<file path="src/core/cgch_map.svh">
// Offsets, field positions, reset values and counts of the chain group command handler
`ifndef CGCH_MAP_SVH
`define CGCH_MAP_SVH

`define CGCH_CTRL_OFS   16'h0309
`define CGCH_CTRL_RST   8'h00
`define CGCH_DIR_BIT    7
`define CGCH_FT_BIT     7
`define CGCH_REQ_MSB    6
`define CGCH_REQ_LSB    4
`define CGCH_DSZ_MSB    2
`define CGCH_DSZ_LSB    0
`define CGCH_CMD_HDR    9'd3
`define CGCH_OVERHEAD   9'd6
`define CGCH_CRC_INIT   16'hffff
`define CGCH_CRC_DIV    16'hc002

`endif

</file>
<file path="src/core/cgch_pkg.sv">
// Types of the chain group command handler
package cgch_pkg;

    typedef enum logic [3:0] {
        ST_IDLE = 4'b0001,
        ST_HDR  = 4'b0010,
        ST_EXEC = 4'b0100,
        ST_SEND = 4'b1000
    } cgch_state_t;

    typedef enum logic [2:0] {
        RQ_SREAD  = 3'b010,
        RQ_SWRITE = 3'b011,
        RQ_BREAD  = 3'b100,
        RQ_BWRITE = 3'b101,
        RQ_RWRITE = 3'b110
    } cgch_req_t;

    typedef struct packed {
        cgch_state_t     st;
        logic [7:0]      ctrl;
        logic [2:0]      req;
        logic [2:0]      dsz;
        logic            bad;
        logic [8:0]      idx;
        logic [15:0]     raddr;
        logic [7:0]      rdcnt;
        logic [7:0][7:0] wbuf;
        logic [15:0]     crx;
        logic [15:0]     ctx;
        logic            wt;
        logic            rdw;
        logic            dhave;
        logic [7:0]      dbyte;
        logic [8:0]      uidx;
        logic [8:0]      ulen;
        logic [7:0]      uaddr;
        logic [15:0]     ucrc;
        logic            up_rdy;
        logic            wr_en;
        logic [15:0]     wr_addr;
        logic [7:0]      wr_data;
        logic            rd_req;
        logic [15:0]     rd_addr;
        logic            crc_fault;
        logic            comm_err;
    } cgch_regs_t;

endpackage

</file>
<file path="src/core/cgch_crc.sv">
// Byte-wise frame CRC step, bit-stream order
`timescale 1ns/1ps
`include "cgch_map.svh"

module cgch_crc (
    // Running value and byte
    input  wire logic [15:0] i_crc,
    input  wire logic [7:0]  i_byte,
    // Updated value
    output logic      [15:0] o_crc
);
    // Reflected form of the stream-order divisor
    function automatic logic [15:0] refl_poly();
        logic [15:0] f;
        logic [15:0] r;
        f = (`CGCH_CRC_DIV << 1) | 16'h0001;
        r = 16'h0000;
        for (int b = 0; b < 16; b++) begin
            r[b] = f[15 - b];
        end
        return r;
    endfunction

    always_comb begin
        logic [15:0] c;
        c = i_crc ^ {8'h00, i_byte};
        for (int b = 0; b < 8; b++) begin
            if (c[0]) begin
                c = (c >> 1) ^ refl_poly();
            end else begin
                c = c >> 1;
            end
        end
        o_crc = c;
    end

endmodule

</file>
<file path="src/core/cgch_fifo.sv">
// Response byte FIFO with registered output and registered ready
`timescale 1ns/1ps

module cgch_fifo #(
    parameter int W = 8,
    parameter int D = 8
) (
    // Clock and reset
    input  wire logic         i_mclk,
    input  wire logic         i_rst,
    // Fill side
    input  wire logic         i_in_valid,
    input  wire logic [W-1:0] i_in_data,
    output logic              o_in_ready,
    // Drain side
    output logic              o_out_valid,
    output logic [W-1:0]      o_out_data,
    input  wire logic         i_out_ready
);
    localparam int AW = $clog2(D);
    localparam int CW = AW + 1;

    typedef struct packed {
        logic [D-1:0][W-1:0] mem;
        logic [AW-1:0]       wp;
        logic [AW-1:0]       rp;
        logic [CW-1:0]       cnt;
        logic                ov;
        logic [W-1:0]        od;
        logic                rdy;
    } cgch_fifo_t;

    cgch_fifo_t q;
    cgch_fifo_t n;
    logic       push;
    logic       pop;

    always_comb begin
        n    = q;
        push = i_in_valid && (q.cnt != CW'(D));
        pop  = (q.cnt != '0) && (!q.ov || i_out_ready);
        if (q.ov && i_out_ready) begin
            n.ov = 1'b0;
        end
        if (pop) begin
            n.od = q.mem[q.rp];
            n.ov = 1'b1;
            n.rp = q.rp + AW'(1);
        end
        if (push) begin
            n.mem[q.wp] = i_in_data;
            n.wp        = q.wp + AW'(1);
        end
        n.cnt = q.cnt + CW'(push) - CW'(pop);
        // Ready leaves one slot spare since it lags a cycle
        n.rdy = n.cnt < CW'(D - 1);
    end

    always_ff @(posedge i_mclk) begin
        if (i_rst) begin
            q <= '0;
        end else begin
            q <= n;
        end
    end

    assign o_in_ready  = q.rdy;
    assign o_out_valid = q.ov;
    assign o_out_data  = q.od;

endmodule

</file>
<file path="src/core/cgch_handler.sv">
// Group command handler of a daisy-chained monitor device
`timescale 1ns/1ps
`include "cgch_map.svh"

module cgch_handler
    import cgch_pkg::*;
#(
    parameter int FIFO_DEPTH = 8
) (
    // Clock and reset
    input  wire logic        i_mclk,
    input  wire logic        i_rst,
    // Chain configuration
    input  wire logic [7:0]  i_dev_addr,
    input  wire logic        i_stack_member,
    input  wire logic        i_top_of_chain,
    // Command bytes from the chain
    input  wire logic        i_cmd_valid,
    input  wire logic        i_cmd_sof,
    input  wire logic [7:0]  i_cmd_data,
    input  wire logic        i_cmd_from_upper,
    // Responses arriving from the device above
    input  wire logic        i_up_valid,
    input  wire logic [7:0]  i_up_data,
    output logic             o_up_ready,
    // Responses toward the host
    output logic             o_rsp_valid,
    output logic [7:0]       o_rsp_data,
    input  wire logic        i_rsp_ready,
    // Register space access
    output logic             o_wr_en,
    output logic [15:0]      o_wr_addr,
    output logic [7:0]       o_wr_data,
    output logic             o_rd_req,
    output logic [15:0]      o_rd_addr,
    input  wire logic        i_rd_valid,
    input  wire logic [7:0]  i_rd_data,
    // Status
    output logic             o_dir_sel,
    output logic             o_crc_fault,
    output logic             o_comm_err
);
    // =========================================================
    // Decoding helpers
    // =========================================================
    function automatic logic is_write(input logic [2:0] r);
        return (r == RQ_SWRITE) || (r == RQ_BWRITE) || (r == RQ_RWRITE);
    endfunction

    function automatic logic is_group(input logic [7:0] b);
        logic [2:0] r;
        r = b[`CGCH_REQ_MSB:`CGCH_REQ_LSB];
        return b[`CGCH_FT_BIT] && (r >= RQ_SREAD) && (r <= RQ_RWRITE);
    endfunction

    // =========================================================
    // State, CRC steps and FIFO
    // =========================================================
    cgch_regs_t  q;
    cgch_regs_t  n;
    logic [15:0] crx_seed;
    logic [15:0] crx_nxt;
    logic [15:0] ucrc_seed;
    logic [15:0] ucrc_nxt;
    logic [15:0] ctx_seed;
    logic [15:0] ctx_nxt;
    logic        fifo_rdy;
    logic        relay;
    logic        own_push;
    logic [7:0]  own_byte;
    logic [8:0]  nd;
    logic [8:0]  cmd_last;
    logic [8:0]  snd_last;
    logic [15:0] daddr;
    logic        indata;
    logic        responder;

    assign crx_seed  = i_cmd_sof ? `CGCH_CRC_INIT : q.crx;
    assign ucrc_seed = (q.uidx == 9'd0) ? `CGCH_CRC_INIT : q.ucrc;
    assign ctx_seed  = (q.idx == 9'd0) ? `CGCH_CRC_INIT : q.ctx;

    cgch_crc u_crc_cmd (
        .i_crc  (crx_seed),
        .i_byte (i_cmd_data),
        .o_crc  (crx_nxt)
    );

    cgch_crc u_crc_up (
        .i_crc  (ucrc_seed),
        .i_byte (i_up_data),
        .o_crc  (ucrc_nxt)
    );

    cgch_crc u_crc_tx (
        .i_crc  (ctx_seed),
        .i_byte (own_byte),
        .o_crc  (ctx_nxt)
    );

    cgch_fifo #(
        .W (8),
        .D (FIFO_DEPTH)
    ) u_fifo (
        .i_mclk      (i_mclk),
        .i_rst       (i_rst),
        .i_in_valid  (own_push || relay),
        .i_in_data   (own_push ? own_byte : i_up_data),
        .o_in_ready  (fifo_rdy),
        .o_out_valid (o_rsp_valid),
        .o_out_data  (o_rsp_data),
        .i_out_ready (i_rsp_ready)
    );

    // =========================================================
    // Next-state logic
    // =========================================================
    always_comb begin
        n           = q;
        n.wr_en     = 1'b0;
        n.rd_req    = 1'b0;
        n.crc_fault = 1'b0;
        n.comm_err  = 1'b0;
        relay       = i_up_valid && q.up_rdy;
        own_push    = 1'b0;
        own_byte    = 8'h00;
        // writes carry size+1 bytes, reads one
        nd          = is_write(q.req) ? 9'({1'b0, q.dsz}) + 9'd1 : 9'd1;
        // no device address byte in the command
        cmd_last    = `CGCH_CMD_HDR + nd + 9'd1;
        snd_last    = 9'({1'b0, q.rdcnt}) + `CGCH_OVERHEAD;
        daddr       = q.raddr + 16'(q.idx - 9'd4);
        indata      = (q.idx >= 9'd4) && (q.idx < snd_last - 9'd1);
        responder   = (q.req == RQ_BREAD) || (q.req == RQ_SREAD && i_stack_member);

        case (q.st)
            ST_EXEC: begin
                if (q.raddr + 16'(q.idx) == `CGCH_CTRL_OFS) begin
                    n.ctrl = q.wbuf[q.idx[2:0]];
                end else begin
                    n.wr_en   = 1'b1;
                    n.wr_addr = q.raddr + 16'(q.idx);
                    n.wr_data = q.wbuf[q.idx[2:0]];
                end
                if (q.idx[2:0] == q.dsz) begin
                    n.st  = ST_IDLE;
                    n.idx = 9'd0;
                end else begin
                    n.idx = q.idx + 9'd1;
                end
            end
            ST_SEND: begin
                if (indata && !q.dhave) begin
                    if (!q.rdw) begin
                        if (daddr == `CGCH_CTRL_OFS) begin
                            n.dbyte = q.ctrl;
                            n.dhave = 1'b1;
                        end else begin
                            n.rd_req  = 1'b1;
                            n.rd_addr = daddr;
                            n.rdw     = 1'b1;
                        end
                    end else if (i_rd_valid) begin
                        n.dbyte = i_rd_data;
                        n.dhave = 1'b1;
                        n.rdw   = 1'b0;
                    end
                end else if (fifo_rdy) begin
                    own_push = 1'b1;
                    if (q.idx == 9'd0) begin
                        own_byte = q.rdcnt;
                    end else if (q.idx == 9'd1) begin
                        own_byte = i_dev_addr;
                    end else if (q.idx == 9'd2) begin
                        own_byte = q.raddr[15:8];
                    end else if (q.idx == 9'd3) begin
                        own_byte = q.raddr[7:0];
                    end else if (q.idx == snd_last - 9'd1) begin
                        own_byte = q.ctx[7:0];
                    end else if (q.idx == snd_last) begin
                        own_byte = q.ctx[15:8];
                    end else begin
                        own_byte = q.dbyte;
                    end
                    // CRC bytes stay out of the running value
                    if (q.idx < snd_last - 9'd1) begin
                        n.ctx = ctx_nxt;
                    end
                    n.dhave = 1'b0;
                    if (q.idx == snd_last) begin
                        n.st  = ST_IDLE;
                        n.idx = 9'd0;
                    end else begin
                        n.idx = q.idx + 9'd1;
                    end
                end
            end
            default: begin
            end
        endcase

        // Relay of frames from above, checked on the fly
        if (relay) begin
            n.ucrc = ucrc_nxt;
            if (q.uidx == 9'd0) begin
                n.ulen = 9'({1'b0, i_up_data});
            end
            if (q.uidx == 9'd1) begin
                n.uaddr = i_up_data;
            end
            if (q.uidx != 9'd0 && q.uidx == q.ulen + `CGCH_OVERHEAD) begin
                n.uidx = 9'd0;
                if (ucrc_nxt != 16'h0000) begin
                    n.crc_fault = 1'b1;
                end
                // append after address N+1 has passed
                if (q.wt && q.uaddr == i_dev_addr + 8'd1) begin
                    n.wt = 1'b0;
                    if (ucrc_nxt == 16'h0000) begin
                        n.st  = ST_SEND;
                        n.idx = 9'd0;
                    end
                end
            end else begin
                n.uidx = q.uidx + 9'd1;
            end
        end

        // Command intake
        if (i_cmd_valid) begin
            if (i_cmd_sof) begin
                if (is_group(i_cmd_data)) begin
                    n.st  = ST_HDR;
                    n.req = i_cmd_data[`CGCH_REQ_MSB:`CGCH_REQ_LSB];
                    n.dsz = i_cmd_data[`CGCH_DSZ_MSB:`CGCH_DSZ_LSB];
                    n.idx = 9'd1;
                    n.crx = crx_nxt;
                    n.wt  = 1'b0;
                    n.bad = (i_cmd_from_upper != q.ctrl[`CGCH_DIR_BIT])
                            && (i_cmd_data[`CGCH_REQ_MSB:`CGCH_REQ_LSB] != RQ_RWRITE);
                    n.comm_err = n.bad;
                end else begin
                    n.st = ST_IDLE;
                end
            end else if (q.st == ST_HDR) begin
                n.crx = crx_nxt;
                n.idx = q.idx + 9'd1;
                if (q.idx == 9'd1) begin
                    n.raddr[15:8] = i_cmd_data;
                end else if (q.idx == 9'd2) begin
                    n.raddr[7:0] = i_cmd_data;
                end else if (q.idx < `CGCH_CMD_HDR + nd) begin
                    n.rdcnt = i_cmd_data;
                    n.wbuf[3'(q.idx - `CGCH_CMD_HDR)] = i_cmd_data;
                end
                if (q.idx == cmd_last) begin
                    n.idx = 9'd0;
                    n.st  = ST_IDLE;
                    if (crx_nxt == 16'h0000 && !q.bad) begin
                        if (is_write(q.req)) begin
                            if (q.req != RQ_SWRITE || i_stack_member) begin
                                n.st = ST_EXEC;
                            end
                        end else if (responder) begin
                            // top of chain answers at once
                            if (i_top_of_chain) begin
                                n.st = ST_SEND;
                            end else begin
                                n.wt = 1'b1;
                            end
                        end
                    end
                end
            end
        end

        n.up_rdy = fifo_rdy && (n.st != ST_SEND);
    end

    always_ff @(posedge i_mclk) begin
        if (i_rst) begin
            q      <= '0;
            q.st   <= ST_IDLE;
            q.ctrl <= `CGCH_CTRL_RST;
        end else begin
            q <= n;
        end
    end

    // =========================================================
    // Outputs
    // =========================================================
    assign o_up_ready  = q.up_rdy;
    assign o_wr_en     = q.wr_en;
    assign o_wr_addr   = q.wr_addr;
    assign o_wr_data   = q.wr_data;
    assign o_rd_req    = q.rd_req;
    assign o_rd_addr   = q.rd_addr;
    assign o_dir_sel   = q.ctrl[`CGCH_DIR_BIT];
    assign o_crc_fault = q.crc_fault;
    assign o_comm_err  = q.comm_err;

endmodule

</file>
<file path="config.mk">
export PLATFORM = sky130hd
export DESIGN_NAME = cgch_handler
export DESIGN_NICKNAME = d
export VERILOG_FILES = /design/src/core/cgch_pkg.sv /design/src/core/cgch_crc.sv /design/src/core/cgch_fifo.sv /design/src/core/cgch_handler.sv
export VERILOG_INCLUDE_DIRS = /design/src /design/src/core
export SDC_FILE = /design/constraint.sdc
export NUM_CORES = 1
export LEC_CHECK = 0
export BUFFER_PORTS_ARGS = -buffer_cell sky130_fd_sc_hd__buf_2
export CAP_MARGIN = 20
export CORE_ASPECT_RATIO = 0.7
export CORE_MARGIN = 1
export CORE_UTILIZATION = 35
export DETAILED_ROUTE_END_ITERATION = 10
export GPL_TIMING_DRIVEN = 0
export PLACE_DENSITY_LB_ADDON = 0.2
export SYNTH_ARGS = -nofsm -noshare
export SYNTH_HDL_FRONTEND = slang
export SYNTH_SLANG_ARGS = --single-unit
export TNS_END_PERCENT = 30
</file>
<file path="constraint.sdc">
create_clock -name i_mclk -period 7.99 [get_ports i_mclk]
set_clock_uncertainty 0.05 [all_clocks]
set_input_delay 1.598 -clock i_mclk [delete_from_list [all_inputs] [get_ports i_mclk]]
set_output_delay 1.598 -clock i_mclk [all_outputs]
set_load 0.02 [all_outputs]
</file>
==> report_table.html, run 1 <==
<table>
<tr><th>Metric</th><th>Value</th></tr>
<tr><th colspan="2">Outcome</th></tr>
<tr><td>Outcome</td><td>complete, no violations</td></tr>
<tr><th colspan="2">Synth</th></tr>
<tr><td>Xor/xnor cell area share of the yosys netlist</td><td>between 7 and 8%</td></tr>
<tr><td>Biggest area consumer among synthesized cells</td><td>dfxtp_1</td></tr>
<tr><td>Post-Synthesis Mean Instance Area</td><td>8.09 µm²</td></tr>
<tr><td>Top cell type's share of synthesized area</td><td>34.5%</td></tr>
<tr><td>Fraction of registers with async set or reset after synthesis</td><td>0%</td></tr>
<tr><td>Syn. warnings</td><td>0</td></tr>
<tr><td>Proportion of synthesized area in mux cells</td><td>8.85%</td></tr>
<tr><td>Synth Flop Type</td><td>dfxtp_1</td></tr>
<tr><td>Post-Synth Simple-Gate Area</td><td>roughly 21%</td></tr>
<tr><td>Synthesized-area fraction occupied by ao, oa, aoi and oai cells</td><td>16.6%</td></tr>
<tr><td>Number of nets produced by synthesis</td><td>around 2500</td></tr>
<tr><td>Post-Synthesis Cells</td><td>between 2000 and 2500</td></tr>
<tr><td>Total standard cell area after synthesis</td><td>19100 µm²</td></tr>
<tr><td>Combinational family with the most area after synthesis</td><td>simple AND/OR/NAND/NOR gates</td></tr>
<tr><td>Adder-Cell Fraction of Synth Area</td><td>4.47%</td></tr>
<tr><td>Cells taking the most area after synthesis</td><td>dfxtp_1, nor2_1, nand2_1</td></tr>
<tr><td>Synthesized flop and latch total</td><td>about 330</td></tr>
<tr><td>Post-synth EDFFs</td><td>0</td></tr>
<tr><td>Sequential area share after synthesis</td><td>between 30% and 40%</td></tr>
<tr><td>Number of unique standard cell types used by synthesis</td><td>86</td></tr>
<tr><th colspan="2">Clock tree</th></tr>
<tr><td>Clock tree from TritonCTS</td><td>yes</td></tr>
<tr><td>Hold buffer count at CTS</td><td>0</td></tr>
<tr><td>CTS clk-pin slew, worst paths</td><td>0.06 ns</td></tr>
<tr><td>Max Buffers Root-to-Sink</td><td>3</td></tr>
<tr><td>Clock latency of the later-clocked register in the worst-skew pair</td><td>between 0.5 and 0.6 ns</td></tr>
<tr><td>Library cell used as clock root buffer</td><td>clkbuf_16</td></tr>
<tr><td>Setup fix buffers added after clock tree synthesis</td><td>0</td></tr>
<tr><td>Clock H-tree levels</td><td>2</td></tr>
<tr><td>Total CTS buffers</td><td>38</td></tr>
<tr><td>Post-cts resize count</td><td>0</td></tr>
<tr><td>CTS Sinks</td><td>roughly 330</td></tr>
<tr><th colspan="2">Hold path</th></tr>
<tr><td>Min-delay worst type</td><td>flop to flop</td></tr>
<tr><th colspan="2">Floorplanning</th></tr>
<tr><td>Chip Height</td><td>197 µm</td></tr>
<tr><td>Placement row count</td><td>71</td></tr>
<tr><td>Core area</td><td>53800 µm²</td></tr>
<tr><td>Die extent in x</td><td>281 µm</td></tr>
<tr><td>Count of pins on the block boundary</td><td>97</td></tr>
<tr><td>Die outline area</td><td>55500 µm²</td></tr>
<tr><td>Initial Util</td><td>35.5%</td></tr>
<tr><th colspan="2">Route</th></tr>
<tr><td>Number of search-and-repair iterations in the first detailed-routing pass</td><td>8</td></tr>
<tr><td>Avg WL per Cell</td><td>21.3 µm</td></tr>
<tr><td>Drc violations</td><td>0</td></tr>
<tr><td>Final wirelength</td><td>69300 µm</td></tr>
<tr><td>Detailed router's first-iteration violation count</td><td>between 1500 and 2000</td></tr>
<tr><td>Drt via density</td><td>between 5 and 6</td></tr>
<tr><td>Overall via count from detail_route</td><td>between 15000 and 20000</td></tr>
<tr><td>ANT nets after route</td><td>0</td></tr>
<tr><th colspan="2">Layout</th></tr>
<tr><td>Layout Area Growth over Synthesis</td><td>14.3%</td></tr>
<tr><td>Fill count</td><td>5594</td></tr>
<tr><td>Area taken by multi-input logic gates</td><td>11300 µm²</td></tr>
<tr><td>Ratio of cells with drive above 1 in the final layout</td><td>11.5%</td></tr>
<tr><td>Storage cell area</td><td>6590 µm²</td></tr>
<tr><td>Number of antenna repair diodes</td><td>0</td></tr>
<tr><td>Net count, final</td><td>approximately 2600</td></tr>
<tr><th colspan="2">Setup path</th></tr>
<tr><td>Signal arrival time at the worst endpoint</td><td>6.45 ns</td></tr>
<tr><td>Critical path class</td><td>flop to flop</td></tr>
<tr><td>Max stage delay on crit path</td><td>0.86 ns</td></tr>
<tr><td>Sort of element at the start of the critical path</td><td>flop</td></tr>
<tr><td>Maximum fanout along the worst path</td><td>10</td></tr>
<tr><td>Slowest cell on the critical path</td><td>o21ai_0</td></tr>
<tr><td>CP required</td><td>approximately 8.4 ns</td></tr>
<tr><td>Endpoint class of the critical path</td><td>flop</td></tr>
<tr><td>R2R setup slack</td><td>1.90 ns</td></tr>
<tr><td>Cell breakdown of the critical path</td><td>inv_1, ha_1, buf_2, nand2b_1, o22a_1, nor2_1, a21oi_1, a32oi_1, ha_1, nand3_1, a21oi_1, or2_2, buf_2, o21ai_0, inv_1, ha_1, inv_1, fa_1, nor3b_1, nor3_1</td></tr>
<tr><th colspan="2">STA</th></tr>
<tr><td>Worst Max-Slew Pin Slew</td><td>1.20 ns</td></tr>
<tr><td>Final max-slew violation count</td><td>0</td></tr>
<tr><td>Final-report setup violation count</td><td>0</td></tr>
<tr><td>Normalized max-slew margin</td><td>19.9%</td></tr>
<tr><td>Fmax</td><td>164 MHz</td></tr>
<tr><td>Setup repair after global routing missed its margin</td><td>no</td></tr>
<tr><td>Period utilisation layout</td><td>approximately 76%</td></tr>
<tr><td>Sum Neg Setup Slack</td><td>0 ns</td></tr>
<tr><td>Final hold viol count</td><td>0</td></tr>
<tr><td>Post-layout minimum cycle time</td><td>6.09 ns</td></tr>
<tr><th colspan="2">GRT</th></tr>
<tr><td>Wire length of the first global-routing pass</td><td>104000 µm</td></tr>
<tr><td>Global-route total usage across every layer</td><td>24.6%</td></tr>
<tr><td>Pin count of the biggest net entering global routing</td><td>14</td></tr>
<tr><td>Number of global-route vias before repair</td><td>16300</td></tr>
<tr><td>Remaining Overflow, GRT</td><td>0</td></tr>
<tr><td>Initial antenna violation count</td><td>2</td></tr>
<tr><th colspan="2">Placement</th></tr>
<tr><td>Final HPWL DP</td><td>52800 µm</td></tr>
<tr><td>Placer congestion estimate</td><td>0.967</td></tr>
<tr><td>Number of buffers inserted by port buffering</td><td>88</td></tr>
<tr><th colspan="2">Power and ir drop</th></tr>
<tr><td>Maximum VDD drop</td><td>0.139 mV</td></tr>
<tr><td>Power density over the cells</td><td>193 nW/µm²</td></tr>
<tr><td>Lkg Pwr</td><td>8.01 nW</td></tr>
<tr><td>Total Power Consumption</td><td>4.21 mW</td></tr>
<tr><th colspan="2">Job</th></tr>
<tr><td>MaxCap Viol Count</td><td>0</td></tr>
</table>
==> cells by family (layout without fill, tap and decap cells) <==
| family | after synthesis | in the layout |
|---|---|---|
| mux | 128 | 128 |
| buf+inv | 261 | 427 |
| simple gates | 909 | 909 |
| fa+ha+maj | 67 | 67 |
| compound gates | 496 | 496 |
| xor+xnor | 170 | 170 |
| flops | 329 | 329 |
==> routing by layer <==
layer	track usage [%]	part of all wire [%]
met3	4.21	7.7
met2	34.7	40
met1	38.5	50
met4	4.75	1.5
met5	0	0
==> Yosys cell counts, types with 6 or more instances <==
cell / n
or2_2: 7
a211oi_1: 68
nand4_1: 14
nand2b_1: 11
a22oi_1: 6
and3_1: 15
ha_1: 65
buf_2: 11
buf_1: 10
nor3b_1: 10
nor2b_1: 28
xor2_1: 56
o21ai_0: 60
nor4_1: 14
mux2i_1: 89
a21oi_1: 199
o21a_1: 12
buf_4: 50
nor3_1: 77
o211ai_1: 12
o21bai_1: 6
nand2_1: 301
o22ai_1: 14
mux2_2: 7
mux4_2: 32
o31ai_1: 7
a31o_2: 14
a31oi_1: 10
nand3_1: 44
nand3b_1: 7
inv_1: 55
nor2_1: 321
o221ai_1: 8
clkbuf_1: 134
o21ai_1: 7
xnor2_1: 111
and2_1: 18
or3_1: 16
a21o_1: 14
dfxtp_1: 329
==> flip-flops by register name, summed over array words and instances, names as in the netlist, 8 cells and up <==
signal / cells
o_rd_addr: 16
q: 199
o_wr_addr: 16
u_fifo.q: 74
u_fifo.o_out_data: 8
o_wr_data: 8
==> cell type report <==
cell class | instances | area share [%]
plain buffers | 206 | 4.50
clock buffers | 57 | 4.91
clock inverters | 12 | 0.854
inverters | 55 | 0.946
multi-input cells | 1770 | 51.9
flip-flops and latches | 329 | 30.2
well taps | 730 | 4.18
repair buffers | 97 | 2.53
==> power by group <==
group          switching, mW  leakage (nW)  total [mW]  internal (mW)
sequential            0.0407          2.66        1.74           1.70
clock                  0.743         0.614        1.81           1.06
combinational          0.410          4.74       0.667          0.256
total                   1.19          8.01        4.21           3.02
==> worst paths after layout <==
kind / start / to / cells past startpoint
max reg2reg: q[195]$_SDFFE_PP0P_ / u_fifo.o_in_ready$_SDFF_PP0_ / 20
min: q[149]$_SDFFE_PP0P_ / q[149]$_SDFFE_PP0P_ / 2
min reg2reg: q[149]$_SDFFE_PP0P_ / q[149]$_SDFFE_PP0P_ / 2
max: q[195]$_SDFFE_PP0P_ / u_fifo.o_in_ready$_SDFF_PP0_ / 20
==> critical path, delay by kind of cell, from the launching register on <==
| kind | cells | cell delay [ns] |
|---|---|---|
| AOI/OAI and AO/OA | 5 | 1.71 |
| adders and majority gates | 4 | 1.38 |
| buffers and inverters | 5 | 1.06 |
| DFF | 1 | 0.57 |
| and+or+nand+nor | 6 | 1.15 |
==> per-stage QoR <==
step	utilization (%)	cells	hold slack (ns)	setup slack [ns]	instance area (µm²)
3_3_place_gp	38.0	3178	0.385	1.62	20500
6_report	40.5	3256	0.402	1.90	21800
5_1_grt	40.5	3256	0.411	1.49	21800
2_1_floorplan	-	2360	0.379	3.13	19100
3_5_place_dp	38.2	3186	0.393	1.60	20600
4_1_cts	40.5	3255	0.401	2.06	21800
==> cell usage in the layout, fill, tap and decap left out, drive strengths merged, types with 28 or more instances in the layout <==
master / count
dfxtp: 329
nor2: 322
nand2: 301
a21oi: 199
clkbuf: 192
buf: 165
xnor2: 114
mux2i: 89
nor3: 78
a211oi: 70
o21ai: 67
ha: 65
inv: 58
xor2: 56
nand3: 44
mux4: 32
nor2b: 28
Note: power is estimated with default switching activity, not from simulation.
==> run 2: changes to the inputs <==
==> constraint.sdc (replaced) <==
create_clock -name i_mclk -period 5.52 [get_ports i_mclk]
set_clock_uncertainty 0.05 [all_clocks]
set_input_delay 1.104 -clock i_mclk [delete_from_list [all_inputs] [get_ports i_mclk]]
set_output_delay 1.104 -clock i_mclk [all_outputs]
set_load 0.02 [all_outputs]
==> run 2 against run 1 <==
- register-to-register slack lost 1.7 ns
- sequential power increased by 45%
- clock power up 45%
- maximum frequency rose by 14%
- utilization rose by 0.37 points
- die area stayed put
- routed wire length up 0.17%
- non-clock buffer count up 4
- worst setup slack lost 1.7 ns
- critical endpoint is now q[113]$_SDFFE_PP0P_
- largest cell class unchanged
- largest power group unchanged
==> report_table.html, run 2 (synthesis gave the netlist of run 1 again) <==
<table>
<tr><th>Metric</th><th>Value</th></tr>
<tr><th colspan="2">Job</th></tr>
<tr><td>MaxCap Viol Count</td><td>0 (unchanged)</td></tr>
<tr><th colspan="2">GRT</th></tr>
<tr><td>Global-route met2 utilization</td><td>34.8% (+0.10 points)</td></tr>
<tr><td>Global-route total usage across every layer</td><td>24.7% (about the same)</td></tr>
<tr><td>Pin count of the biggest net entering global routing</td><td>14 (unchanged)</td></tr>
<tr><td>Met1 GRT Util</td><td>38.6% (about the same)</td></tr>
<tr><td>M3 GR Usage</td><td>4.21% (unchanged)</td></tr>
<tr><td>Number of global-route vias before repair</td><td>16300 (unchanged)</td></tr>
<tr><td>Wire length of the first global-routing pass</td><td>104000 µm (+0.11%)</td></tr>
<tr><td>Initial antenna violation count</td><td>2 (unchanged)</td></tr>
<tr><td>Remaining Overflow, GRT</td><td>0 (unchanged)</td></tr>
<tr><td>GRT busiest layer</td><td>met1</td></tr>
<tr><th colspan="2">Route</th></tr>
<tr><td>ANT nets after route</td><td>0 (unchanged)</td></tr>
<tr><td>Overall via count from detail_route</td><td>17900 (+0.59%)</td></tr>
<tr><td>Drc violations</td><td>0 (unchanged)</td></tr>
<tr><td>Number of search-and-repair iterations in the first detailed-routing pass</td><td>6 (-2)</td></tr>
<tr><td>Avg WL per Cell</td><td>21.3 µm (about the same)</td></tr>
<tr><td>Detailed router's first-iteration violation count</td><td>1894 (+2.4%)</td></tr>
<tr><td>Final wirelength</td><td>69400 µm (+0.17%)</td></tr>
<tr><td>Drt via density</td><td>5.49 (+0.47%)</td></tr>
<tr><th colspan="2">Layout</th></tr>
<tr><td>Layout Area Growth over Synthesis</td><td>15.3%</td></tr>
<tr><td>Ratio of cells with drive above 1 in the final layout</td><td>13.2% (+1.7 points)</td></tr>
<tr><td>Largest regs</td><td>q x199, u_fifo.q x74</td></tr>
<tr><td>Net count, final</td><td>2610 (+0.15%)</td></tr>
<tr><td>Number of antenna repair diodes</td><td>0 (unchanged)</td></tr>
<tr><td>Biggest register</td><td>q</td></tr>
<tr><td>Commonest cells after routing, fill and taps aside</td><td>dfxtp_1, nor2_1, nand2_1</td></tr>
<tr><td>Final core utilization</td><td>40.9% (+0.37 points)</td></tr>
<tr><td>Number of flip-flops in the largest register</td><td>199 (unchanged)</td></tr>
<tr><td>Area of all placed cells without fillers</td><td>22000 µm² (+0.92%)</td></tr>
<tr><td>Final std cells w/o fill</td><td>3260 (+0.12%)</td></tr>
<tr><td>Most frequent standard cell in the layout excluding fill and tap cells</td><td>dfxtp_1</td></tr>
<tr><th colspan="2">Floorplanning</th></tr>
<tr><td>Initial Util</td><td>35.5% (unchanged)</td></tr>
<tr><td>Placement row count</td><td>71 (unchanged)</td></tr>
<tr><td>Count of pins on the block boundary</td><td>97 (unchanged)</td></tr>
<tr><td>Die outline area</td><td>55500 µm² (unchanged)</td></tr>
<tr><td>Chip Height</td><td>197 µm (unchanged)</td></tr>
<tr><td>Core area</td><td>53800 µm² (unchanged)</td></tr>
<tr><td>Die extent in x</td><td>281 µm (unchanged)</td></tr>
<tr><th colspan="2">Setup path</th></tr>
<tr><td>CP required</td><td>5.95 ns (-2.40 ns)</td></tr>
<tr><td>Critical path class</td><td>flop to flop</td></tr>
<tr><td>Signal arrival time at the worst endpoint</td><td>5.75 ns (-0.70 ns)</td></tr>
<tr><td>Worst Reg2Reg Path Length in Cells</td><td>21 (+5.0%)</td></tr>
<tr><td>Endpoint class of the critical path</td><td>flop</td></tr>
<tr><td>Sort of element at the start of the critical path</td><td>flop</td></tr>
<tr><td>Maximum fanout along the worst path</td><td>9 (-1)</td></tr>
<tr><th colspan="2">Power and ir drop</th></tr>
<tr><td>Total Power Consumption</td><td>6.11 mW (+45%)</td></tr>
<tr><td>Maximum VDD drop</td><td>0.202 mV (+45%)</td></tr>
<tr><td>Power density over the cells</td><td>277 nW/µm² (+44%)</td></tr>
<tr><td>Lkg Pwr</td><td>8.10 nW (+1.1%)</td></tr>
<tr><th colspan="2">Clock tree</th></tr>
<tr><td>Clock H-tree levels</td><td>2 (unchanged)</td></tr>
<tr><td>Library cell used as clock root buffer</td><td>clkbuf_16</td></tr>
<tr><td>Clock tree from TritonCTS</td><td>yes</td></tr>
<tr><td>CTS clk-pin slew, worst paths</td><td>0.06 ns (about the same)</td></tr>
<tr><td>CTS Sinks</td><td>329 (unchanged)</td></tr>
<tr><td>Total CTS buffers</td><td>38 (unchanged)</td></tr>
<tr><td>Clock latency of the later-clocked register in the worst-skew pair</td><td>0.57 ns (about the same)</td></tr>
<tr><td>Hold buffer count at CTS</td><td>0 (unchanged)</td></tr>
<tr><td>Max Buffers Root-to-Sink</td><td>3 (unchanged)</td></tr>
<tr><th colspan="2">STA</th></tr>
<tr><td>Post-layout minimum cycle time</td><td>5.32 ns (-0.768 ns)</td></tr>
<tr><td>Fmax</td><td>188 MHz (+14%)</td></tr>
<tr><td>Final max-slew violation count</td><td>0 (unchanged)</td></tr>
<tr><td>Period utilisation layout</td><td>96.4% (+20 points)</td></tr>
<tr><td>Worst Max-Slew Pin Slew</td><td>1.19 ns (-0.0150 ns)</td></tr>
<tr><td>Final hold viol count</td><td>0 (unchanged)</td></tr>
<tr><td>Normalized max-slew margin</td><td>20.9% (+1.0 points)</td></tr>
<tr><td>Setup repair after global routing missed its margin</td><td>yes</td></tr>
<tr><td>Final-report setup violation count</td><td>0 (unchanged)</td></tr>
<tr><th colspan="2">Hold path</th></tr>
<tr><td>Min-delay worst type</td><td>flop to flop</td></tr>
<tr><td>Cells on Worst Hold Path</td><td>2 (unchanged)</td></tr>
<tr><th colspan="2">Placement</th></tr>
<tr><td>Placer congestion estimate</td><td>0.967 (unchanged)</td></tr>
<tr><td>Number of buffers inserted by port buffering</td><td>88 (unchanged)</td></tr>
<tr><td>Post-Place Cells</td><td>3186 (unchanged)</td></tr>
<tr><td>Final HPWL DP</td><td>52800 µm (unchanged)</td></tr>
<tr><td>Cell area after placement</td><td>20600 µm² (unchanged)</td></tr>
<tr><th colspan="2">Outcome</th></tr>
<tr><td>Outcome</td><td>complete, no violations</td></tr>
</table>
-- run 2: cell count changes in the layout (fill, tap and decap cells not counted), moves of 3 or more --
cell | before | now
buf_4 | 52 | 57
clkbuf_1 | 148 | 136
clkbuf_2 | 0 | 10
dfxtp_1 | 329 | 325
dfxtp_2 | 0 | 3
nor3_1 | 77 | 74
o21ai_0 | 60 | 57
o21ai_2 | 0 | 3
-- run 2: metal layers --
layer	routed length, µm	vias up	share of wire, %
li1	-	8472	-
met1	34600	8662	50
met2	27900	678	40
met3	5740	76	8.3
met4	1080	0	1.6
met5	0	-	0
-- run 2: worst paths after layout --
kind | from | endpoint | slack [ns]
max | q[195]$_SDFFE_PP0P_ | q[113]$_SDFFE_PP0P_ | 0.20
min | q[149]$_SDFFE_PP0P_ | q[149]$_SDFFE_PP0P_ | 0.40
max reg2reg | q[195]$_SDFFE_PP0P_ | q[113]$_SDFFE_PP0P_ | 0.20
min reg2reg | q[149]$_SDFFE_PP0P_ | q[149]$_SDFFE_PP0P_ | 0.40
-- run 2: area by class of cell --
| cell class | count | area, µm² |
|---|---|---|
| well taps | 730 | 913 |
| flip-flops and latches | 329 | 6590 |
| clock buffers | 57 | 1070 |
| inverters | 55 | 206 |
| fillers | 5573 | 31800 |
| plain buffers | 205 | 993 |
| clock inverters | 12 | 186 |
| multi-input cells | 1770 | 11500 |
| repair buffers | 102 | 591 |
-- run 2: worst max-delay path, stage by stage, from the launching register on --
cell	delay, ns
dfxtp_4	0.42
inv_1	0.13
ha_1	0.22
buf_2	0.18
nand2b_1	0.20
o22a_1	0.25
nor2_2	0.21
nor2_1	0.06
a21oi_1	0.14
a32oi_1	0.22
ha_1	0.41
nand3_1	0.15
or4_4	0.48
o211a_1	0.22
o211ai_1	0.31
nor3_1	0.13
o32ai_4	0.42
xnor2_2	0.13
xnor2_2	0.33
xnor2_4	0.15
and3_4	0.20
nor4_2	0.22
-- run 2: power by group --
| part | internal, mW | leakage (nW) | switching (mW) |
|---|---|---|---|
| clock network | 1.54 | 0.614 | 1.08 |
| logic | 0.377 | 4.82 | 0.600 |
| registers | 2.46 | 2.66 | 0.0588 |
-- run 2: what timing repair did --
item | CTS | global route
gates resized for setup | 14 | 45
setup buffers | 0 | 5
setup endpoints to repair | 73 | 103
pin swaps | 0 | 7
-- run 2: metrics by stage --
step	TNS [ns]	setup slack, ns	hold WS, ns
floorplan	0	0.830	0.379
global placement	-15.12	-0.574	0.385
detailed placement	-13.77	-0.405	0.393
CTS	-0.0683	-0.0683	0.401
global route	-0.153	-0.0507	0.411
finish	0	0.201	0.402
==> run 3: changes to the inputs <==
--- a/config.mk
+++ b/config.mk
@@ -8,12 +8,14 @@
 export LEC_CHECK = 0
 export BUFFER_PORTS_ARGS = -buffer_cell sky130_fd_sc_hd__buf_2
 export CAP_MARGIN = 20
+export CELL_PAD_IN_SITES_DETAIL_PLACEMENT = 1
+export CELL_PAD_IN_SITES_GLOBAL_PLACEMENT = 1
 export CORE_ASPECT_RATIO = 0.7
 export CORE_MARGIN = 1
 export CORE_UTILIZATION = 35
 export DETAILED_ROUTE_END_ITERATION = 10
 export GPL_TIMING_DRIVEN = 0
-export PLACE_DENSITY_LB_ADDON = 0.2
+export PLACE_DENSITY_LB_ADDON = 0.1
 export SYNTH_ARGS = -nofsm -noshare
 export SYNTH_HDL_FRONTEND = slang
 export SYNTH_SLANG_ARGS = --single-unit
==> run 3 against run 2 <==
- highest routed layer unchanged
- utilization up 0.063 points
- first-iteration DRC count down 32%
- combinational power up 4%
- largest cell class unchanged
- clock power down 3%
- power down 0.65%
- critical path depth unchanged
- flip-flop and latch count unchanged
- cell area up 0.15%
- cell count about the same
- sequential share of layout area about the same
==> report_table.html, run 3 (synthesis gave the netlist of run 1 again) <==
<table>
<tr><th>Metric</th><th>Value</th></tr>
<tr><th colspan="2">Layout</th></tr>
<tr><td>Commonest cells after routing, fill and taps aside</td><td>dfxtp_1, nor2_1, nand2_1</td></tr>
<tr><td>Number of flip-flops in the largest register</td><td>199 (unchanged)</td></tr>
<tr><td>Ratio of cells with drive above 1 in the final layout</td><td>14.1% (+0.89 points)</td></tr>
<tr><td>Fill count</td><td>6555 (+18%)</td></tr>
<tr><td>Final std cells w/o fill</td><td>3258 (-0.061%)</td></tr>
<tr><td>Layout Area Growth over Synthesis</td><td>15.5%</td></tr>
<tr><td>Biggest register</td><td>q</td></tr>
<tr><td>Net count, final</td><td>2613 (+0.11%)</td></tr>
<tr><td>Area of all placed cells without fillers</td><td>22100 µm² (+0.15%)</td></tr>
<tr><td>Largest regs</td><td>q x199, u_fifo.q x74</td></tr>
<tr><td>Most frequent standard cell in the layout excluding fill and tap cells</td><td>dfxtp_1</td></tr>
<tr><td>Final core utilization</td><td>41.0% (+0.063 points)</td></tr>
<tr><th colspan="2">Clock tree</th></tr>
<tr><td>CTS clk-pin slew, worst paths</td><td>0.06 ns (about the same)</td></tr>
<tr><td>Max Buffers Root-to-Sink</td><td>3 (unchanged)</td></tr>
<tr><td>Library cell used as clock root buffer</td><td>clkbuf_16</td></tr>
<tr><td>Clock H-tree levels</td><td>2 (unchanged)</td></tr>
<tr><td>CTS Sinks</td><td>329 (unchanged)</td></tr>
<tr><td>Clock latency of the later-clocked register in the worst-skew pair</td><td>0.56 ns (about the same)</td></tr>
<tr><td>Total CTS buffers</td><td>38 (unchanged)</td></tr>
<tr><td>Clock tree from TritonCTS</td><td>yes</td></tr>
<tr><td>Hold buffer count at CTS</td><td>0 (unchanged)</td></tr>
<tr><th colspan="2">Power and ir drop</th></tr>
<tr><td>Maximum VDD drop</td><td>0.149 mV (-26%)</td></tr>
<tr><td>Power density over the cells</td><td>275 nW/µm² (-0.81%)</td></tr>
<tr><td>Total Power Consumption</td><td>6.07 mW (-0.65%)</td></tr>
<tr><td>Lkg Pwr</td><td>8.12 nW (+0.28%)</td></tr>
<tr><th colspan="2">Route</th></tr>
<tr><td>Final wirelength</td><td>74800 µm (+7.8%)</td></tr>
<tr><td>ANT nets after route</td><td>0 (unchanged)</td></tr>
<tr><td>Avg WL per Cell</td><td>23.0 µm (+7.9%)</td></tr>
<tr><td>Overall via count from detail_route</td><td>18000 (+0.83%)</td></tr>
<tr><td>Drt via density</td><td>5.54 (+0.89%)</td></tr>
<tr><td>Number of search-and-repair iterations in the first detailed-routing pass</td><td>5 (-1)</td></tr>
<tr><td>Drc violations</td><td>0 (unchanged)</td></tr>
<tr><td>Detailed router's first-iteration violation count</td><td>1284 (-32%)</td></tr>
<tr><th colspan="2">Setup path</th></tr>
<tr><td>Stages on the worst setup path</td><td>21 (unchanged)</td></tr>
<tr><td>Most frequent CP cell</td><td>xnor2_2</td></tr>
<tr><td>Top cell family by delay on the critical path</td><td>compound AO/OA/AOI/OAI gates</td></tr>
<tr><td>Slowest cell on the critical path</td><td>or4_4</td></tr>
<tr><td>Worst Reg2Reg Path Length in Cells</td><td>21 (unchanged)</td></tr>
<tr><td>Sort of element at the start of the critical path</td><td>flop</td></tr>
<tr><td>Signal arrival time at the worst endpoint</td><td>5.77 ns (+0.02 ns)</td></tr>
<tr><td>Endpoint class of the critical path</td><td>flop</td></tr>
<tr><td>CP required</td><td>5.93 ns (-0.02 ns)</td></tr>
<tr><td>Max stage delay on crit path</td><td>0.50 ns (+0.02 ns)</td></tr>
<tr><td>Critical path class</td><td>flop to flop</td></tr>
<tr><td>Maximum fanout along the worst path</td><td>9 (unchanged)</td></tr>
<tr><td>Cell breakdown of the critical path</td><td>inv_1, ha_1, buf_2, nand2b_1, o22a_1, nor2_2, nor2_1, a21oi_1, a32oi_1, ha_1, nand3_1, or4_4, o211a_1, o211ai_1, nor3_1, o32ai_2, xnor2_2, xnor2_2, xnor2_2, xnor2_1, a211oi_1</td></tr>
<tr><td>Buffer and inverter count on the worst path</td><td>2 (unchanged)</td></tr>
<tr><th colspan="2">Floorplanning</th></tr>
<tr><td>Placement row count</td><td>71 (unchanged)</td></tr>
<tr><td>Core area</td><td>53800 µm² (unchanged)</td></tr>
<tr><td>Chip Height</td><td>197 µm (unchanged)</td></tr>
<tr><td>Initial Util</td><td>35.5% (unchanged)</td></tr>
<tr><td>Die extent in x</td><td>281 µm (unchanged)</td></tr>
<tr><td>Die outline area</td><td>55500 µm² (unchanged)</td></tr>
<tr><td>Count of pins on the block boundary</td><td>97 (unchanged)</td></tr>
<tr><th colspan="2">GRT</th></tr>
<tr><td>Remaining Overflow, GRT</td><td>0 (unchanged)</td></tr>
<tr><td>GRT busiest layer</td><td>met1</td></tr>
<tr><td>Pin count of the biggest net entering global routing</td><td>13 (-1)</td></tr>
<tr><td>Number of global-route vias before repair</td><td>17800 (+9.1%)</td></tr>
<tr><td>Global-route met2 utilization</td><td>38.4% (+3.6 points)</td></tr>
<tr><td>Global-route total usage across every layer</td><td>26.7% (+2.1 points)</td></tr>
<tr><td>Met1 GRT Util</td><td>39.8% (+1.2 points)</td></tr>
<tr><td>Initial antenna violation count</td><td>0 (-2)</td></tr>
<tr><td>M3 GR Usage</td><td>5.81% (+1.6 points)</td></tr>
<tr><td>Wire length of the first global-routing pass</td><td>112000 µm (+7.7%)</td></tr>
<tr><th colspan="2">STA</th></tr>
<tr><td>Worst Max-Slew Pin Slew</td><td>1.16 ns (-0.0285 ns)</td></tr>
<tr><td>Final-report setup violation count</td><td>0 (unchanged)</td></tr>
<tr><td>Final max-slew violation count</td><td>0 (unchanged)</td></tr>
<tr><td>Worst-case setup margin in the final layout</td><td>0.159 ns (-0.0415 ns)</td></tr>
<tr><td>Final hold viol count</td><td>0 (unchanged)</td></tr>
<tr><td>Normalized max-slew margin</td><td>22.8% (+1.9 points)</td></tr>
<tr><td>Post-layout minimum cycle time</td><td>5.36 ns (+0.0415 ns)</td></tr>
<tr><td>Fmax</td><td>187 MHz (-0.77%)</td></tr>
<tr><td>Period utilisation layout</td><td>97.1% (+0.75 points)</td></tr>
<tr><td>Setup repair after global routing missed its margin</td><td>yes</td></tr>
<tr><th colspan="2">Placement</th></tr>
<tr><td>Post-Place Cells</td><td>3185 (-0.031%)</td></tr>
<tr><td>Placer congestion estimate</td><td>0.960 (-0.72%)</td></tr>
<tr><td>Worst slack after detailed placement</td><td>-0.680 ns (-0.275 ns)</td></tr>
<tr><td>Final HPWL DP</td><td>57600 µm (+9.2%)</td></tr>
<tr><td>Cell area after placement</td><td>20500 µm² (-0.18%)</td></tr>
<tr><td>Number of buffers inserted by port buffering</td><td>88 (unchanged)</td></tr>
<tr><th colspan="2">Job</th></tr>
<tr><td>MaxCap Viol Count</td><td>0 (unchanged)</td></tr>
<tr><th colspan="2">Hold path</th></tr>
<tr><td>Min-delay worst type</td><td>flop to flop</td></tr>
<tr><td>Cells on Worst Hold Path</td><td>2 (unchanged)</td></tr>
<tr><th colspan="2">Outcome</th></tr>
<tr><td>Outcome</td><td>complete, no violations</td></tr>
</table>
==> run 3: repair_timing <==
item,4_1_cts,5_1_grt
setup endpoints to repair,127,107
setup buffers,0,8
hold endpoints to repair,0,0
pin swaps,1,6
cloned,0,0
resized for setup,28,45
==> run 3: power breakdown <==
part           internal [mW]  leakage, nW  total [mW]  switching (mW)
Combinational          0.377         4.86        1.02           0.639
Sequential              2.46         2.66        2.52          0.0632
Clock                   1.47        0.599        2.54            1.07
==> run 3: final timing paths <==
path / slack (ns) / endpoint / from
worst max register to register: 0.16 / q[112]$_SDFFE_PP0P_ / q[196]$_SDFFE_PP0P_
worst max-delay path: 0.16 / q[112]$_SDFFE_PP0P_ / q[196]$_SDFFE_PP0P_
worst min-delay path: 0.40 / q[152]$_SDFFE_PP0P_ / q[152]$_SDFFE_PP0P_
worst min register to register: 0.40 / q[152]$_SDFFE_PP0P_ / q[152]$_SDFFE_PP0P_
==> run 3: area by class of cell <==
| type | instances | area [µm²] | area share (%) |
|---|---|---|---|
| Clock inverter | 12 | 92.6 | 0.420 |
| Timing Repair Buffer | 105 | 579 | 2.63 |
| Buffer | 205 | 997 | 4.52 |
| Clock buffer | 51 | 1120 | 5.09 |
| Tap cell | 730 | 913 | 4.14 |
| Sequential cell | 329 | 6590 | 29.9 |
| Multi-Input combinational cell | 1770 | 11600 | 52.4 |
| Antenna cell | 1 | 2.50 | 0.0113 |
| Inverter | 55 | 206 | 0.936 |
==> run 3: per-layer routing <==
metal  share of wire (%)  vias to the layer above
met5                   0                        -
met4                 2.0                        0
met3                 7.1                       78
met2                  41                      509
met1                  50                     8973
li1                    -                     8477
==> run 3: worst register-to-register path, stage by stage (launching register included) <==
cell and delay [ns]:
dfxtp_2 0.43, inv_1 0.18, ha_1 0.22, buf_2 0.17
nand2b_1 0.20, o22a_1 0.26, nor2_2 0.25, nor2_1 0.07
a21oi_1 0.15, a32oi_1 0.14, ha_1 0.42, nand3_1 0.15
or4_4 0.50, o211a_1 0.24, o211ai_1 0.32, nor3_1 0.11
o32ai_2 0.48, xnor2_2 0.14, xnor2_2 0.17, xnor2_2 0.30
xnor2_1 0.12, a211oi_1 0.23
==> run 3: metrics by stage <==
step                      setup TNS, ns  hold slack, ns
final                                 0           0.403
after global routing             -0.236           0.421
after CTS                       -0.0131           0.403
after detailed placement         -37.42           0.396
after global placement           -35.32           0.385
after floorplan                       0           0.379
